`src/hw/dew_defines.svh`:
```
// Register offsets, field positions, reset values and codes of the debug write block
`ifndef DEW_DEFINES_SVH
`define DEW_DEFINES_SVH

// ----------------------------------------------------------------------------
// Register byte offsets
// ----------------------------------------------------------------------------
`define DEW_OFF_CTRL      6'h00
`define DEW_OFF_LEAF      6'h04
`define DEW_OFF_TGT_LO    6'h08
`define DEW_OFF_TGT_HI    6'h0C
`define DEW_OFF_DATA_LO   6'h10
`define DEW_OFF_DATA_HI   6'h14
`define DEW_OFF_DS_LIMIT  6'h18
`define DEW_OFF_STATUS    6'h1C
`define DEW_OFF_RES_LO    6'h20
`define DEW_OFF_RES_HI    6'h24
`define DEW_OFF_FADDR_LO  6'h28
`define DEW_OFF_FADDR_HI  6'h2C

// ----------------------------------------------------------------------------
// Control register fields
// ----------------------------------------------------------------------------
`define DEW_CTRL_START    0
`define DEW_CTRL_LMA      1
`define DEW_CTRL_CSL      2
`define DEW_CTRL_CPL_LO   4
`define DEW_CTRL_CPL_HI   5
`define DEW_CTRL_DSUNUSE  8
`define DEW_CTRL_DSWRITE  9
`define DEW_CTRL_RESET    32'h0000_0200

// ----------------------------------------------------------------------------
// Status register fields
// ----------------------------------------------------------------------------
`define DEW_ST_BUSY       0
`define DEW_ST_DONE       1
`define DEW_ST_FAULT_LO   2
`define DEW_ST_FAULT_HI   3
`define DEW_ST_FLAG_LO    4
`define DEW_ST_FLAG_HI    9

// Flag vector positions: zero, carry, parity, aux carry, overflow, sign
`define DEW_FL_ZERO       0
`define DEW_FLAGS_CLEAR   6'h3E

// ----------------------------------------------------------------------------
// Codes and reset values
// ----------------------------------------------------------------------------
`define DEW_LEAF_DEBUG_WR 32'h0000_0005
`define DEW_PT_CTRL_STRUCT 3'h0
`define DEW_PT_REGULAR    3'h1
`define DEW_PT_THREAD     3'h2
`define DEW_PT_VERSION    3'h3
`define DEW_PAGE_TYPE_SHADOW_STACK_FIRST   3'h5
`define DEW_PAGE_TYPE_SHADOW_STACK_REST    3'h6
`define DEW_TCS_MASK      12'hFF8
`define DEW_ALIGN8_MASK   3'h7
`define DEW_ALIGN4_MASK   2'h3
`define DEW_DS_LIMIT_RESET 32'hFFFF_FFFF
`define DEW_WORD4_LAST    33'h0_0000_0003

`endif

```
`src/hw/dew_pkg.sv`:
```
// Types shared by the debug enclave write block
package dew_pkg;

   // Fault classes reported after an operation
   typedef enum logic [1:0] {
      DEW_FAULT_NONE,
      DEW_FAULT_GP,
      DEW_FAULT_PF,
      DEW_FAULT_LEAF
   } dew_fault_type;

   // Answer of the page cache map lookup
   typedef struct packed {
      logic        resident;
      logic        valid;
      logic [2:0]  ptype;
      logic        pending;
      logic        modified;
      logic        busy_modify;
      logic [63:0] owner_ref;
   } dew_pcm_resp_type;

   // Write towards protected memory
   typedef struct packed {
      logic [63:0] addr;
      logic [63:0] data;
      logic        wide;
   } dew_mem_wr_type;

endpackage : dew_pkg

```
`src/hw/dew_debug_write.sv`:
```
// Debug enclave write leaf: checking, write sequencing and register file
`timescale 1ns/100ps
`include "dew_defines.svh"

module dew_debug_write #(
   parameter int          VADDR_BITS = 48,
   parameter logic [11:0] TCS_FLAGS_OFFSET = 12'h008,
   parameter logic [63:0] PAGE_NOT_DEBUGGABLE_CODE = 64'h0000_0000_0000_0020
) (
   input  wire logic                      clk_sys,
   input  wire logic                      reset,
   input  wire logic [5:0]                avs_address,
   input  wire logic                      avs_read,
   input  wire logic                      avs_write,
   input  wire logic [31:0]               avs_writedata,
   input  wire logic [3:0]                avs_byteenable,
   output logic      [31:0]               avs_readdata,
   output logic                           avs_waitrequest,
   output logic                           pcm_req,
   output logic      [63:0]               pcm_addr,
   input  wire logic                      pcm_ack,
   input  wire dew_pkg::dew_pcm_resp_type pcm_resp,
   output logic                           owner_req,
   output logic      [63:0]               owner_ref,
   input  wire logic                      owner_ack,
   input  wire logic                      owner_debug,
   output logic                           mem_wr_valid,
   output dew_pkg::dew_mem_wr_type        mem_wr,
   input  wire logic                      mem_wr_ready,
   output logic                           op_done,
   output logic                           fault_gp,
   output logic                           fault_pf
);

   typedef enum logic [2:0] {
      ST_IDLE, ST_CHECK, ST_MAP, ST_EVAL, ST_OWNER, ST_WRITE
   } dew_state_type;

   dew_state_type            state_q;
   logic [31:0]              ctrl_q;
   logic [31:0]              leaf_q;
   logic [63:0]              tgt_q;
   logic [63:0]              data_q;
   logic [31:0]              ds_limit_q;
   logic [5:0]               flags_q;
   logic [63:0]              result_q;
   logic [63:0]              faddr_q;
   dew_pkg::dew_fault_type   fault_q;
   dew_pkg::dew_pcm_resp_type map_q;
   logic                     done_q;
   logic                     rd_ack_q;
   logic [31:0]              rdata_q;
   logic                     start;
   logic                     wide;
   logic                     local_gp;
   logic                     end_gp;
   logic                     end_pf;
   logic                     end_err;
   logic                     end_ok;
   logic                     end_leaf;
   logic                     map_gp;
   logic                     map_pf;
   logic [32:0]              last_byte;
   logic [31:0]              status_wr;

   // ----------------------------------------------------------------------------
   // Helper functions
   // ----------------------------------------------------------------------------
   // Byte-lane merge, used for every writable word
   function automatic logic [31:0] be_merge(input logic [31:0] old_v,
                                             input logic [31:0] new_v,
                                             input logic [3:0]  be);
      logic [31:0] r;
      r = old_v;
      for (int i = 0; i < 4; i++) begin
         if (be[i]) begin
            r[8*i +: 8] = new_v[8*i +: 8];
         end
      end
      return r;
   endfunction : be_merge

   // Upper address bits must all copy the top implemented bit
   function automatic logic is_canonical(input logic [63:0] a);
      return (&a[63:VADDR_BITS-1]) | ~(|a[63:VADDR_BITS-1]);
   endfunction : is_canonical

   // ----------------------------------------------------------------------------
   // Combinational decisions
   // ----------------------------------------------------------------------------
   // Start is a write of 1 to the start bit; ignored while an operation runs
   assign start = avs_write && avs_address == `DEW_OFF_CTRL && avs_byteenable[0]
                  && avs_writedata[`DEW_CTRL_START] && state_q == ST_IDLE;
   assign wide  = ctrl_q[`DEW_CTRL_LMA] & ctrl_q[`DEW_CTRL_CSL];
   assign last_byte = {1'b0, tgt_q[31:0]} + `DEW_WORD4_LAST;

   // Status word as software would leave it after a byte-lane write
   // Merged here because a select on a function result is not legal
   assign status_wr = be_merge({26'h0, flags_q} << `DEW_ST_FLAG_LO, avs_writedata,
                               avs_byteenable);

   // Register-level checks, in order of precedence
   always_comb begin
      local_gp = 1'b0;
      if (ctrl_q[`DEW_CTRL_CPL_HI:`DEW_CTRL_CPL_LO] != 2'h0) begin
         local_gp = 1'b1;
      end else if (ctrl_q[`DEW_CTRL_DSUNUSE] || !ctrl_q[`DEW_CTRL_DSWRITE]) begin
         local_gp = 1'b1;
      end else if (!wide && last_byte > {1'b0, ds_limit_q}) begin
         local_gp = 1'b1;
      end else if (wide && !is_canonical(tgt_q)) begin
         local_gp = 1'b1;
      end else if (wide && (tgt_q[2:0] & `DEW_ALIGN8_MASK) != 3'h0) begin
         local_gp = 1'b1;
      end else if (!wide && (tgt_q[1:0] & `DEW_ALIGN4_MASK) != 2'h0) begin
         local_gp = 1'b1;
      end
   end

   // Map entry checks; access permissions are deliberately not looked at
   always_comb begin
      map_pf = 1'b0;
      map_gp = 1'b0;
      if (!map_q.resident) begin
         map_pf = 1'b1;
      end else if (map_q.busy_modify) begin
         map_gp = 1'b1;
      end else if (!map_q.valid) begin
         map_pf = 1'b1;
      end else if (map_q.ptype != `DEW_PT_REGULAR && map_q.ptype != `DEW_PT_THREAD
                   && map_q.ptype != `DEW_PAGE_TYPE_SHADOW_STACK_FIRST
                   && map_q.ptype != `DEW_PAGE_TYPE_SHADOW_STACK_REST) begin
         map_pf = 1'b1;
      end else if (!(map_q.pending || map_q.modified)
                   && map_q.ptype == `DEW_PT_THREAD
                   && (tgt_q[11:0] & `DEW_TCS_MASK)
                      != (TCS_FLAGS_OFFSET & `DEW_TCS_MASK)) begin
         map_gp = 1'b1;
      end
   end

   // Ways an operation can end in this cycle
   assign end_leaf = start && leaf_q != `DEW_LEAF_DEBUG_WR;
   assign end_gp   = (state_q == ST_CHECK && local_gp)
                     || (state_q == ST_EVAL && map_gp)
                     || (state_q == ST_OWNER && owner_ack && !owner_debug);
   assign end_pf   = state_q == ST_EVAL && map_pf;
   assign end_err  = state_q == ST_EVAL && !map_pf && !map_gp
                     && (map_q.pending || map_q.modified);
   assign end_ok   = state_q == ST_WRITE && mem_wr_ready;

   // Lookup and write handshakes
   assign pcm_req      = state_q == ST_MAP;
   assign pcm_addr     = tgt_q;
   assign owner_req    = state_q == ST_OWNER;
   assign owner_ref    = map_q.owner_ref;
   assign mem_wr_valid = state_q == ST_WRITE;
   assign mem_wr.addr  = tgt_q;
   assign mem_wr.wide  = wide;
   assign mem_wr.data  = wide ? data_q : {32'h0000_0000, data_q[31:0]};

   // ----------------------------------------------------------------------------
   // Sequencer
   // ----------------------------------------------------------------------------
   // Map answer is latched so that checks see a stable entry
   always_ff @(posedge clk_sys or posedge reset) begin
      if (reset) begin
         state_q <= ST_IDLE;
      end else begin
         unique case (state_q)
            ST_IDLE:  if (start && !end_leaf) state_q <= ST_CHECK;
            ST_CHECK: state_q <= local_gp ? ST_IDLE : ST_MAP;
            ST_MAP:   if (pcm_ack) state_q <= ST_EVAL;
            ST_EVAL:  state_q <= (map_pf || map_gp || end_err) ? ST_IDLE : ST_OWNER;
            ST_OWNER: if (owner_ack) state_q <= owner_debug ? ST_WRITE : ST_IDLE;
            ST_WRITE: if (mem_wr_ready) state_q <= ST_IDLE;
         endcase
      end
   end

   always_ff @(posedge clk_sys or posedge reset) begin
      if (reset) begin
         map_q <= '0;
      end else if (state_q == ST_MAP && pcm_ack) begin
         map_q <= pcm_resp;
      end
   end

   // ----------------------------------------------------------------------------
   // Completion: result, flags, fault report
   // ----------------------------------------------------------------------------
   // Hardware completion wins over a software write of the flags in the same cycle
   always_ff @(posedge clk_sys or posedge reset) begin
      if (reset) begin
         flags_q  <= 6'h00;
         result_q <= 64'h0000_0000_0000_0000;
      end else if (end_err) begin
         flags_q  <= 6'h01;
         result_q <= PAGE_NOT_DEBUGGABLE_CODE;
      end else if (end_ok) begin
         flags_q  <= 6'h00;
         result_q <= 64'h0000_0000_0000_0000;
      end else if (avs_write && avs_address == `DEW_OFF_STATUS) begin
         flags_q  <= status_wr[`DEW_ST_FLAG_HI:`DEW_ST_FLAG_LO];
      end
   end

   // Faults leave result and flags alone and report the class
   always_ff @(posedge clk_sys or posedge reset) begin
      if (reset) begin
         fault_q <= dew_pkg::DEW_FAULT_NONE;
         faddr_q <= 64'h0000_0000_0000_0000;
         done_q  <= 1'b0;
      end else begin
         done_q <= end_gp || end_pf || end_err || end_ok || end_leaf;
         if (start) begin
            fault_q <= end_leaf ? dew_pkg::DEW_FAULT_LEAF : dew_pkg::DEW_FAULT_NONE;
         end else if (end_gp) begin
            fault_q <= dew_pkg::DEW_FAULT_GP;
         end else if (end_pf) begin
            fault_q <= dew_pkg::DEW_FAULT_PF;
            faddr_q <= tgt_q;
         end
      end
   end

   assign op_done  = done_q;
   assign fault_gp = fault_q == dew_pkg::DEW_FAULT_GP;
   assign fault_pf = fault_q == dew_pkg::DEW_FAULT_PF;

   // ----------------------------------------------------------------------------
   // Register file over Avalon-MM
   // ----------------------------------------------------------------------------
   // Operands are frozen while an operation runs so checks stay consistent
   always_ff @(posedge clk_sys or posedge reset) begin
      if (reset) begin
         ctrl_q     <= `DEW_CTRL_RESET;
         leaf_q     <= 32'h0000_0000;
         tgt_q      <= 64'h0000_0000_0000_0000;
         data_q     <= 64'h0000_0000_0000_0000;
         ds_limit_q <= `DEW_DS_LIMIT_RESET;
      end else if (avs_write && state_q == ST_IDLE) begin
         unique case (avs_address)
            `DEW_OFF_CTRL: begin
               ctrl_q <= be_merge(ctrl_q, avs_writedata, avs_byteenable)
                         & ~32'h0000_0001;
            end
            `DEW_OFF_LEAF:     leaf_q <= be_merge(leaf_q, avs_writedata, avs_byteenable);
            `DEW_OFF_TGT_LO:   tgt_q[31:0] <= be_merge(tgt_q[31:0], avs_writedata,
                                                       avs_byteenable);
            `DEW_OFF_TGT_HI:   tgt_q[63:32] <= be_merge(tgt_q[63:32], avs_writedata,
                                                        avs_byteenable);
            `DEW_OFF_DATA_LO:  data_q[31:0] <= be_merge(data_q[31:0], avs_writedata,
                                                        avs_byteenable);
            `DEW_OFF_DATA_HI:  data_q[63:32] <= be_merge(data_q[63:32], avs_writedata,
                                                         avs_byteenable);
            `DEW_OFF_DS_LIMIT: ds_limit_q <= be_merge(ds_limit_q, avs_writedata,
                                                      avs_byteenable);
            default: ;
         endcase
      end
   end

   // Reads take one wait cycle so that read data come from a flip-flop
   always_ff @(posedge clk_sys or posedge reset) begin
      if (reset) begin
         rd_ack_q <= 1'b0;
         rdata_q  <= 32'h0000_0000;
      end else begin
         rd_ack_q <= avs_read && !rd_ack_q;
         if (avs_read && !rd_ack_q) begin
            unique case (avs_address)
               `DEW_OFF_CTRL:     rdata_q <= ctrl_q;
               `DEW_OFF_LEAF:     rdata_q <= leaf_q;
               `DEW_OFF_TGT_LO:   rdata_q <= tgt_q[31:0];
               `DEW_OFF_TGT_HI:   rdata_q <= tgt_q[63:32];
               `DEW_OFF_DATA_LO:  rdata_q <= data_q[31:0];
               `DEW_OFF_DATA_HI:  rdata_q <= data_q[63:32];
               `DEW_OFF_DS_LIMIT: rdata_q <= ds_limit_q;
               `DEW_OFF_STATUS: begin
                  rdata_q <= {22'h0, flags_q, fault_q, done_q, state_q != ST_IDLE};
               end
               `DEW_OFF_RES_LO:   rdata_q <= result_q[31:0];
               `DEW_OFF_RES_HI:   rdata_q <= result_q[63:32];
               `DEW_OFF_FADDR_LO: rdata_q <= faddr_q[31:0];
               `DEW_OFF_FADDR_HI: rdata_q <= faddr_q[63:32];
               default:           rdata_q <= 32'h0000_0000;
            endcase
         end
      end
   end

   assign avs_readdata    = rdata_q;
   assign avs_waitrequest = avs_read && !rd_ack_q;
endmodule : dew_debug_write

```
`config.mk`:
```
export PLATFORM = sky130hd
export DESIGN_NAME = dew_debug_write
export DESIGN_NICKNAME = d
export VERILOG_FILES = /design/src/hw/dew_pkg.sv /design/src/hw/dew_debug_write.sv
export VERILOG_INCLUDE_DIRS = /design/src /design/src/hw
export SDC_FILE = /design/constraint.sdc
export NUM_CORES = 1
export LEC_CHECK = 0
export BUFFER_PORTS_ARGS = -buffer_cell sky130_fd_sc_hd__clkbuf_2
export CAP_MARGIN = 20
export CELL_PAD_IN_SITES_DETAIL_PLACEMENT = 0
export CELL_PAD_IN_SITES_GLOBAL_PLACEMENT = 1
export CORE_MARGIN = 2
export CORE_UTILIZATION = 40
export CTS_BUF_LIST = sky130_fd_sc_hd__clkbuf_16
export DETAILED_ROUTE_END_ITERATION = 7
export PLACE_DENSITY = 0.79
export SLEW_MARGIN = 20
export SYNTH_ARGS = -nofsm -noshare
export SYNTH_HDL_FRONTEND = slang
export SYNTH_SLANG_ARGS = --single-unit
```
`constraint.sdc`:
```
create_clock -name clk_sys -period 10.8 [get_ports clk_sys]
set_input_delay 0.54 -clock clk_sys [delete_from_list [all_inputs] [get_ports clk_sys]]
set_output_delay 0.54 -clock clk_sys [all_outputs]
set_load 0.03 [all_outputs]
```
=== Word-level counts from Yosys, hierarchy flattened ===
Index checks and enable logic that the tools add are counted.

* $add $sub $neg: 1
* Magnitude comparators: 1
* Equality and inequality tests: 29
* Mux-type cells: 36
* Bitwise gates (word level): 5
* Reductions and logical operators: 92

{| class="wikitable"
|+ Operators by type and width
! operator !! number
|-
| one-hot mux 32 bit (12 select lines) || 1
|-
| two-way mux 64 bit || 3
|-
| AND reduction 3 bit || 29
|-
| adder 32 x 2 -> 33 bit, second input constant || 1
|-
| greater-than comparator 33 x 32 -> 1 bit || 1
|-
| != test 32 x 3 -> 1 bit, second input constant || 1
|-
| logical AND 1 bit || 28
|-
| == test 6 x 5 -> 1 bit, second input constant || 4
|-
| == test 6 bit, second input constant || 4
|-
| two-way mux 3 bit || 6
|-
| two-way mux 6 bit || 3
|-
| one-hot mux 3 bit (6 select lines) || 1
|-
| nonzero test 3 bit || 6
|-
| AND reduction 17 bit || 1
|-
| OR reduction 17 bit || 1
|-
| two-way mux 1 bit || 15
|-
| == test 6 x 4 -> 1 bit, second input constant || 2
|-
| two-way mux 2 bit || 6
|-
| logical OR 1 bit || 10
|-
| == test 3 x 2 -> 1 bit, second input constant || 3
|-
| zero test 1 bit || 9
|-
| != test 9 x 1 -> 1 bit, second input constant || 1
|-
| two-way mux 8 bit || 1
|-
| == test 3 bit, second input constant || 2
|-
| 17 further kinds || 25
|}

* Register bits: 468
* Bits of input ports: 122
* Word-level logic and storage cells: 208

=== Depth between registers and ports, before layout ===
* Depth in word-level cells: 16
* Gate-level depth with buffers: 16
* Mapped depth without buffers: 15

=== Worst setup path after synthesis ===
Ideal clock, no wire load.

* Kind: reg2reg
* From: register tgt_q[0], in the netlist pcm_addr[0]
* To: register done_q, in the netlist op_done
* Arrival: 3781 ps
* Required time: 10676 ps
* Slack: 6895 ps
* Cell stages (with the launch flop): 16
* Buffers on the path: 0
* Cell sequence: dfrtp_1 > inv_1 > ha_1 > and2b_2 > nand4_4 > or3_2 > nand2b_1 > xnor2_1 > ha_1 > a21oi_1 > o21ai_0 > a221oi_1 > or2b_2 > o221ai_2 > o21ai_0 > a211o_1

* Cells in the longest elaborated chain, start to end: 15
* Elaborated cells between the ends (all ways): 20
* Those cells by class: add/sub: 1; order compare: 1; mux: 6; reduce/logical: 12

{| class="wikitable"
|+ RTL lines
! element !! line !! source
|-
| start: declaration || dew_debug_write.sv:42 || <nowiki>logic [63:0] tgt_q;</nowiki>
|-
| start signal: assignment || dew_debug_write.sv:249 || <nowiki>`DEW_OFF_TGT_LO: tgt_q[31:0] <= be_merge(tgt_q[31:0], avs_writedata,</nowiki>
|-
| parallel branches: the longest is 5 deep, another holds adder 32 x 2 -> 33 bit || -- ||
|-
| two-way mux 1 bit (*) || dew_debug_write.sv:109 || <nowiki>end else if (!wide && last_byte > {1'b0, ds_limit_q}) begin</nowiki>
|-
| two-way mux 1 bit (*) || dew_debug_write.sv:107 || <nowiki>end else if (ctrl_q[`DEW_CTRL_DSUNUSE] || !ctrl_q[`DEW_CTRL_DSWRITE]) begin</nowiki>
|-
| two-way mux 1 bit (*) || dew_debug_write.sv:105 || <nowiki>if (ctrl_q[`DEW_CTRL_CPL_HI:`DEW_CTRL_CPL_LO] != 2'h0) begin</nowiki>
|-
| logical AND 1 bit (*) || dew_debug_write.sv:144 || <nowiki>assign end_gp = (state_q == ST_CHECK && local_gp)</nowiki>
|-
| logical OR 1 bit (*) || dew_debug_write.sv:145 || <nowiki>|| (state_q == ST_EVAL && map_gp)</nowiki>
|-
| logical OR 1 bit (*) || dew_debug_write.sv:146 || <nowiki>|| (state_q == ST_OWNER && owner_ack && !owner_debug);</nowiki>
|-
| logical OR 1 bit (*) (4 in series) || dew_debug_write.sv:215 || <nowiki>done_q <= end_gp || end_pf || end_err || end_ok || end_leaf;</nowiki>
|-
| end signal: assignment || dew_debug_write.sv:215 ||
|-
| end: declaration || dew_debug_write.sv:50 || <nowiki>logic done_q;</nowiki>
|}

Mark *: on every way between the ends.
A chain may end at the register's enable or synchronous reset.

=== Final worst setup path ===
Same ends and word-level chain as after synthesis.

==> flow_summary_export.csv <==
group,metric,value,unit
outcome,status,"finished, final reports clean",
clock_network,cts_made_buffers,45,
sta,fmax,233,MHz
clock_network,cts_resized,0,
floorplanning,dieHeight,229,µm
detailed_routing,ant_nets,0,
critical_path,critPathCaptureType,"flop",
yosys,synthArstFlopShare,100,%
yosys,ys_types,73,
sta,rsz0062_at_grt,"false",
clock_network,insertion_delay,0.59,ns
clock_network,cts_max_level,2,
detailed_routing,vias_per_cell,5.61,
power,power_frac_seq,44.9,%
layout,syn_to_final_growth,15.2,%
critical_path,critPathArrivalTime,4.77,ns
floorplanning,dieArea,52600,µm²
detailed_routing,first_pass_iters,7,
layout,design_area,23400,µm²
grt,track_usage,25.2,%
yosys,synthesis.area,20300,µm²
sta,fin_crit_sh,39.8,%
worst_hold_path,hold_path_class,"in2async",
yosys,synthTopCellsByArea,"dfrtp_1, mux2_2, buf_4",
clock_network,cts_hold_buf,0,
detailed_routing,num_vias,14800,
yosys,synthTopCellsByCount,"dfrtp_1, mux2_2, buf_4, nand2_1, o21ai_0",
grt,grt_pass1_wl,99600,µm
sta,clock_skew,0.0273,ns
critical_path,worstSetupStartpointType,"flop",
yosys,synth_cells,1694,
layout,fillCellCount,4617,
power,ir_worst_vdd,111,µV
sta,period_minus_slack,4.30,ns
yosys,synth_fp_nets,1850,
clock_network,cts_sinks,405,
detailed_routing,wire_per_inst,25.2,µm
yosys,synth_area_per_cell,12.0,µm²
critical_path,path_class,"reg2reg",
floorplanning,dieWidth,229,µm
sta,drv_slew,0,
detailed_routing,routed_wl,66700,µm
yosys,synth-seq-cells,405,
sta,final-hold-violation-count,0,
grt,grt_antenna_before_repair,4,
floorplanning,start_util,40.5,%
yosys,synth_top_cell_area_share,45.8,%
yosys,synth-main-ff-cell,"dfrtp_1",
run,cap_violations,0,
sta,finalSetupViolations,0,
floorplanning,pin_count,418,
grt,grt_overflow_total,0,
detailed_routing,drcViolationCount,0,
power,internal_power,2.73,mW
clock_network,cts_tree,"yes",
sta,slew_headroom,22.8,%
critical_path,crit_fanout,7,
layout,fin_nets,2089,
power,power.leakage,12.1,nW
clock_network,cts_root_buffer,"clkbuf_16",
critical_path,crit_required,11.26,ns
layout,drive_gt1_share,46.1,%
yosys,synth.most_common_cell,"dfrtp_1",
power,power_density,162,nW/µm²
yosys,yosys.area.top_type,"dfrtp_1",
clock_network,clk_path_buf_depth,3,
power,switching_share,27.9,%
grt,grt_max_degree,176,
power,p_sw,1.06,mW
yosys,synth-edff-count,0,
floorplanning,num_rows,82,
power,power_frac_comb,11.9,%
grt,grt_pass1_vias,15100,
placement,place_hpwl,47500,µm
clock_network,cts_setup_buffers,0,
placement,place_area,21800,µm²
placement,portBuffers,417,
sta,worstMarginPinSlew,1.16,ns
sta,fin_tns_setup,0,ns
yosys,yosys_warnings,0,
placement,place.gp.congestion,0.878,
clock_network,clk_pin_slew,0.06,ns
power,p_clk_share,43.2,%
floorplanning,core,50200,µm²
detailed_routing,drt_iter0_drc,1179,
yosys,synth-seq-area-share,50.1,%
through the flow:
| stage | util, % | std cells | setup WS [ns] | total power [mW] | hold slack (ns) |
|---|---|---|---|---|---|
| floorplan | - | 1694 | 4.83 | 2.02 | 0.439 |
| global placement | 43.5 | 2558 | 6.69 | 2.17 | 0.459 |
| detailed placement | 43.5 | 2558 | 6.56 | 2.18 | 0.466 |
| CTS | 46.7 | 2642 | 6.54 | 3.83 | 0.0193 |
| global route | 46.7 | 2642 | 6.20 | 3.92 | 0.0733 |
| finish | 46.7 | 2643 | 6.50 | 3.79 | 0.0306 |
power by group through the flow:
stage / combinational [mW] / clock [mW] / sequential [mW]
floorplan: 0.299 / 0 / 1.72
global placement: 0.449 / 0 / 1.72
detailed placement: 0.453 / 0 / 1.73
CTS: 0.456 / 1.67 / 1.70
global route: 0.486 / 1.72 / 1.71
finish: 0.452 / 1.64 / 1.70
registers in the layout, indices dropped and copies added, names as in the netlist:
name	cells
ds_limit_q	32
op_done	1
fault_q	2
state_q	3
pcm_addr	64
rd_ack_q	1
leaf_q	32
data_q	64
owner_ref	64
map_q	8
result_q	1
flags_q	6
faddr_q	64
ctrl_q	31
avs_readdata	32
layout by cell type, fill, tap and decap left out, drive strengths merged, types with 10 or more instances in the layout:
cell / synthesis / layout
a31oi: 28 / 28
buf: 209 / 17
xnor2: 20 / 20
clkinv: 0 / 19
dfrtp: 372 / 372
mux2: 338 / 338
ha: 34 / 34
nor2: 42 / 42
nor4: 17 / 17
nand3: 22 / 22
nand4: 17 / 17
o21ai: 57 / 57
nand2: 94 / 94
a22oi: 50 / 50
and3: 46 / 46
clkbuf: 33 / 464
a21o: 33 / 33
a21oi: 25 / 25
dfstp: 33 / 33
mux2i: 38 / 38
inv: 44 / 52
a221oi: 33 / 33
nor3: 11 / 11
xor2: 10 / 10
path summary, 6_finish.rpt:
check                                 start  depth (start not counted)  slack (ns)          endpoint
max in group asynchronous             reset                          4        8.62        data_q[12]
min in group clk_sys           pcm_resp[71]                          3        0.18         map_q[71]
hold reg to reg            avs_readdata[29]                          1        0.48  avs_readdata[29]
hold / removal                        reset                          2        0.03      owner_ref[1]
setup reg to reg                pcm_addr[0]                         15        6.50           op_done
setup / recovery                pcm_addr[0]                         15        6.50           op_done
kinds of logic after synthesis:
family	after synthesis	synth area share (%)
AND/OR/NAND/NOR	296	8.10
adder cells (fa/ha/maj)	34	2.09
buffers and inverters	286	8.61
XOR/XNOR	30	1.29
flip-flops	405	50.1
multiplexers	376	20.6
AO/OA/AOI/OAI	267	9.25
worst max-delay path, cell delays in order (launching register included):
cell	delay, ns
dfrtp_1	0.46
inv_1	0.10
ha_1	0.28
and2b_2	0.29
nand4_4	0.19
or3_2	0.56
nand2b_1	0.18
xnor2_1	0.13
ha_1	0.31
a21oi_1	0.16
o21ai_0	0.13
a221oi_1	0.35
or2b_2	0.35
o221ai_2	0.25
o21ai_0	0.15
a211o_1	0.29
final cells by class:
type | instances | area, µm² | share of cell area (%)
clock inverter | 37 | 383 | 1.64
tap | 672 | 841 | 3.59
multi-input combinational | 1003 | 8430 | 36.0
timing repair buffer | 434 | 2230 | 9.51
inverter | 44 | 169 | 0.722
antenna | 1 | 2.50 | 0.0107
sequential | 405 | 10200 | 43.5
clock buffer | 47 | 1180 | 5.02
metal layers:
layer	GRT usage, %	wire [µm]	vias to the layer above
met5	0	20	-
met1	32.1	27100	7530
met2	41.6	32000	684
met3	6.16	5360	121
li1	-	-	6496
met4	8.95	2200	4
(Power assumes the default switching activity.)
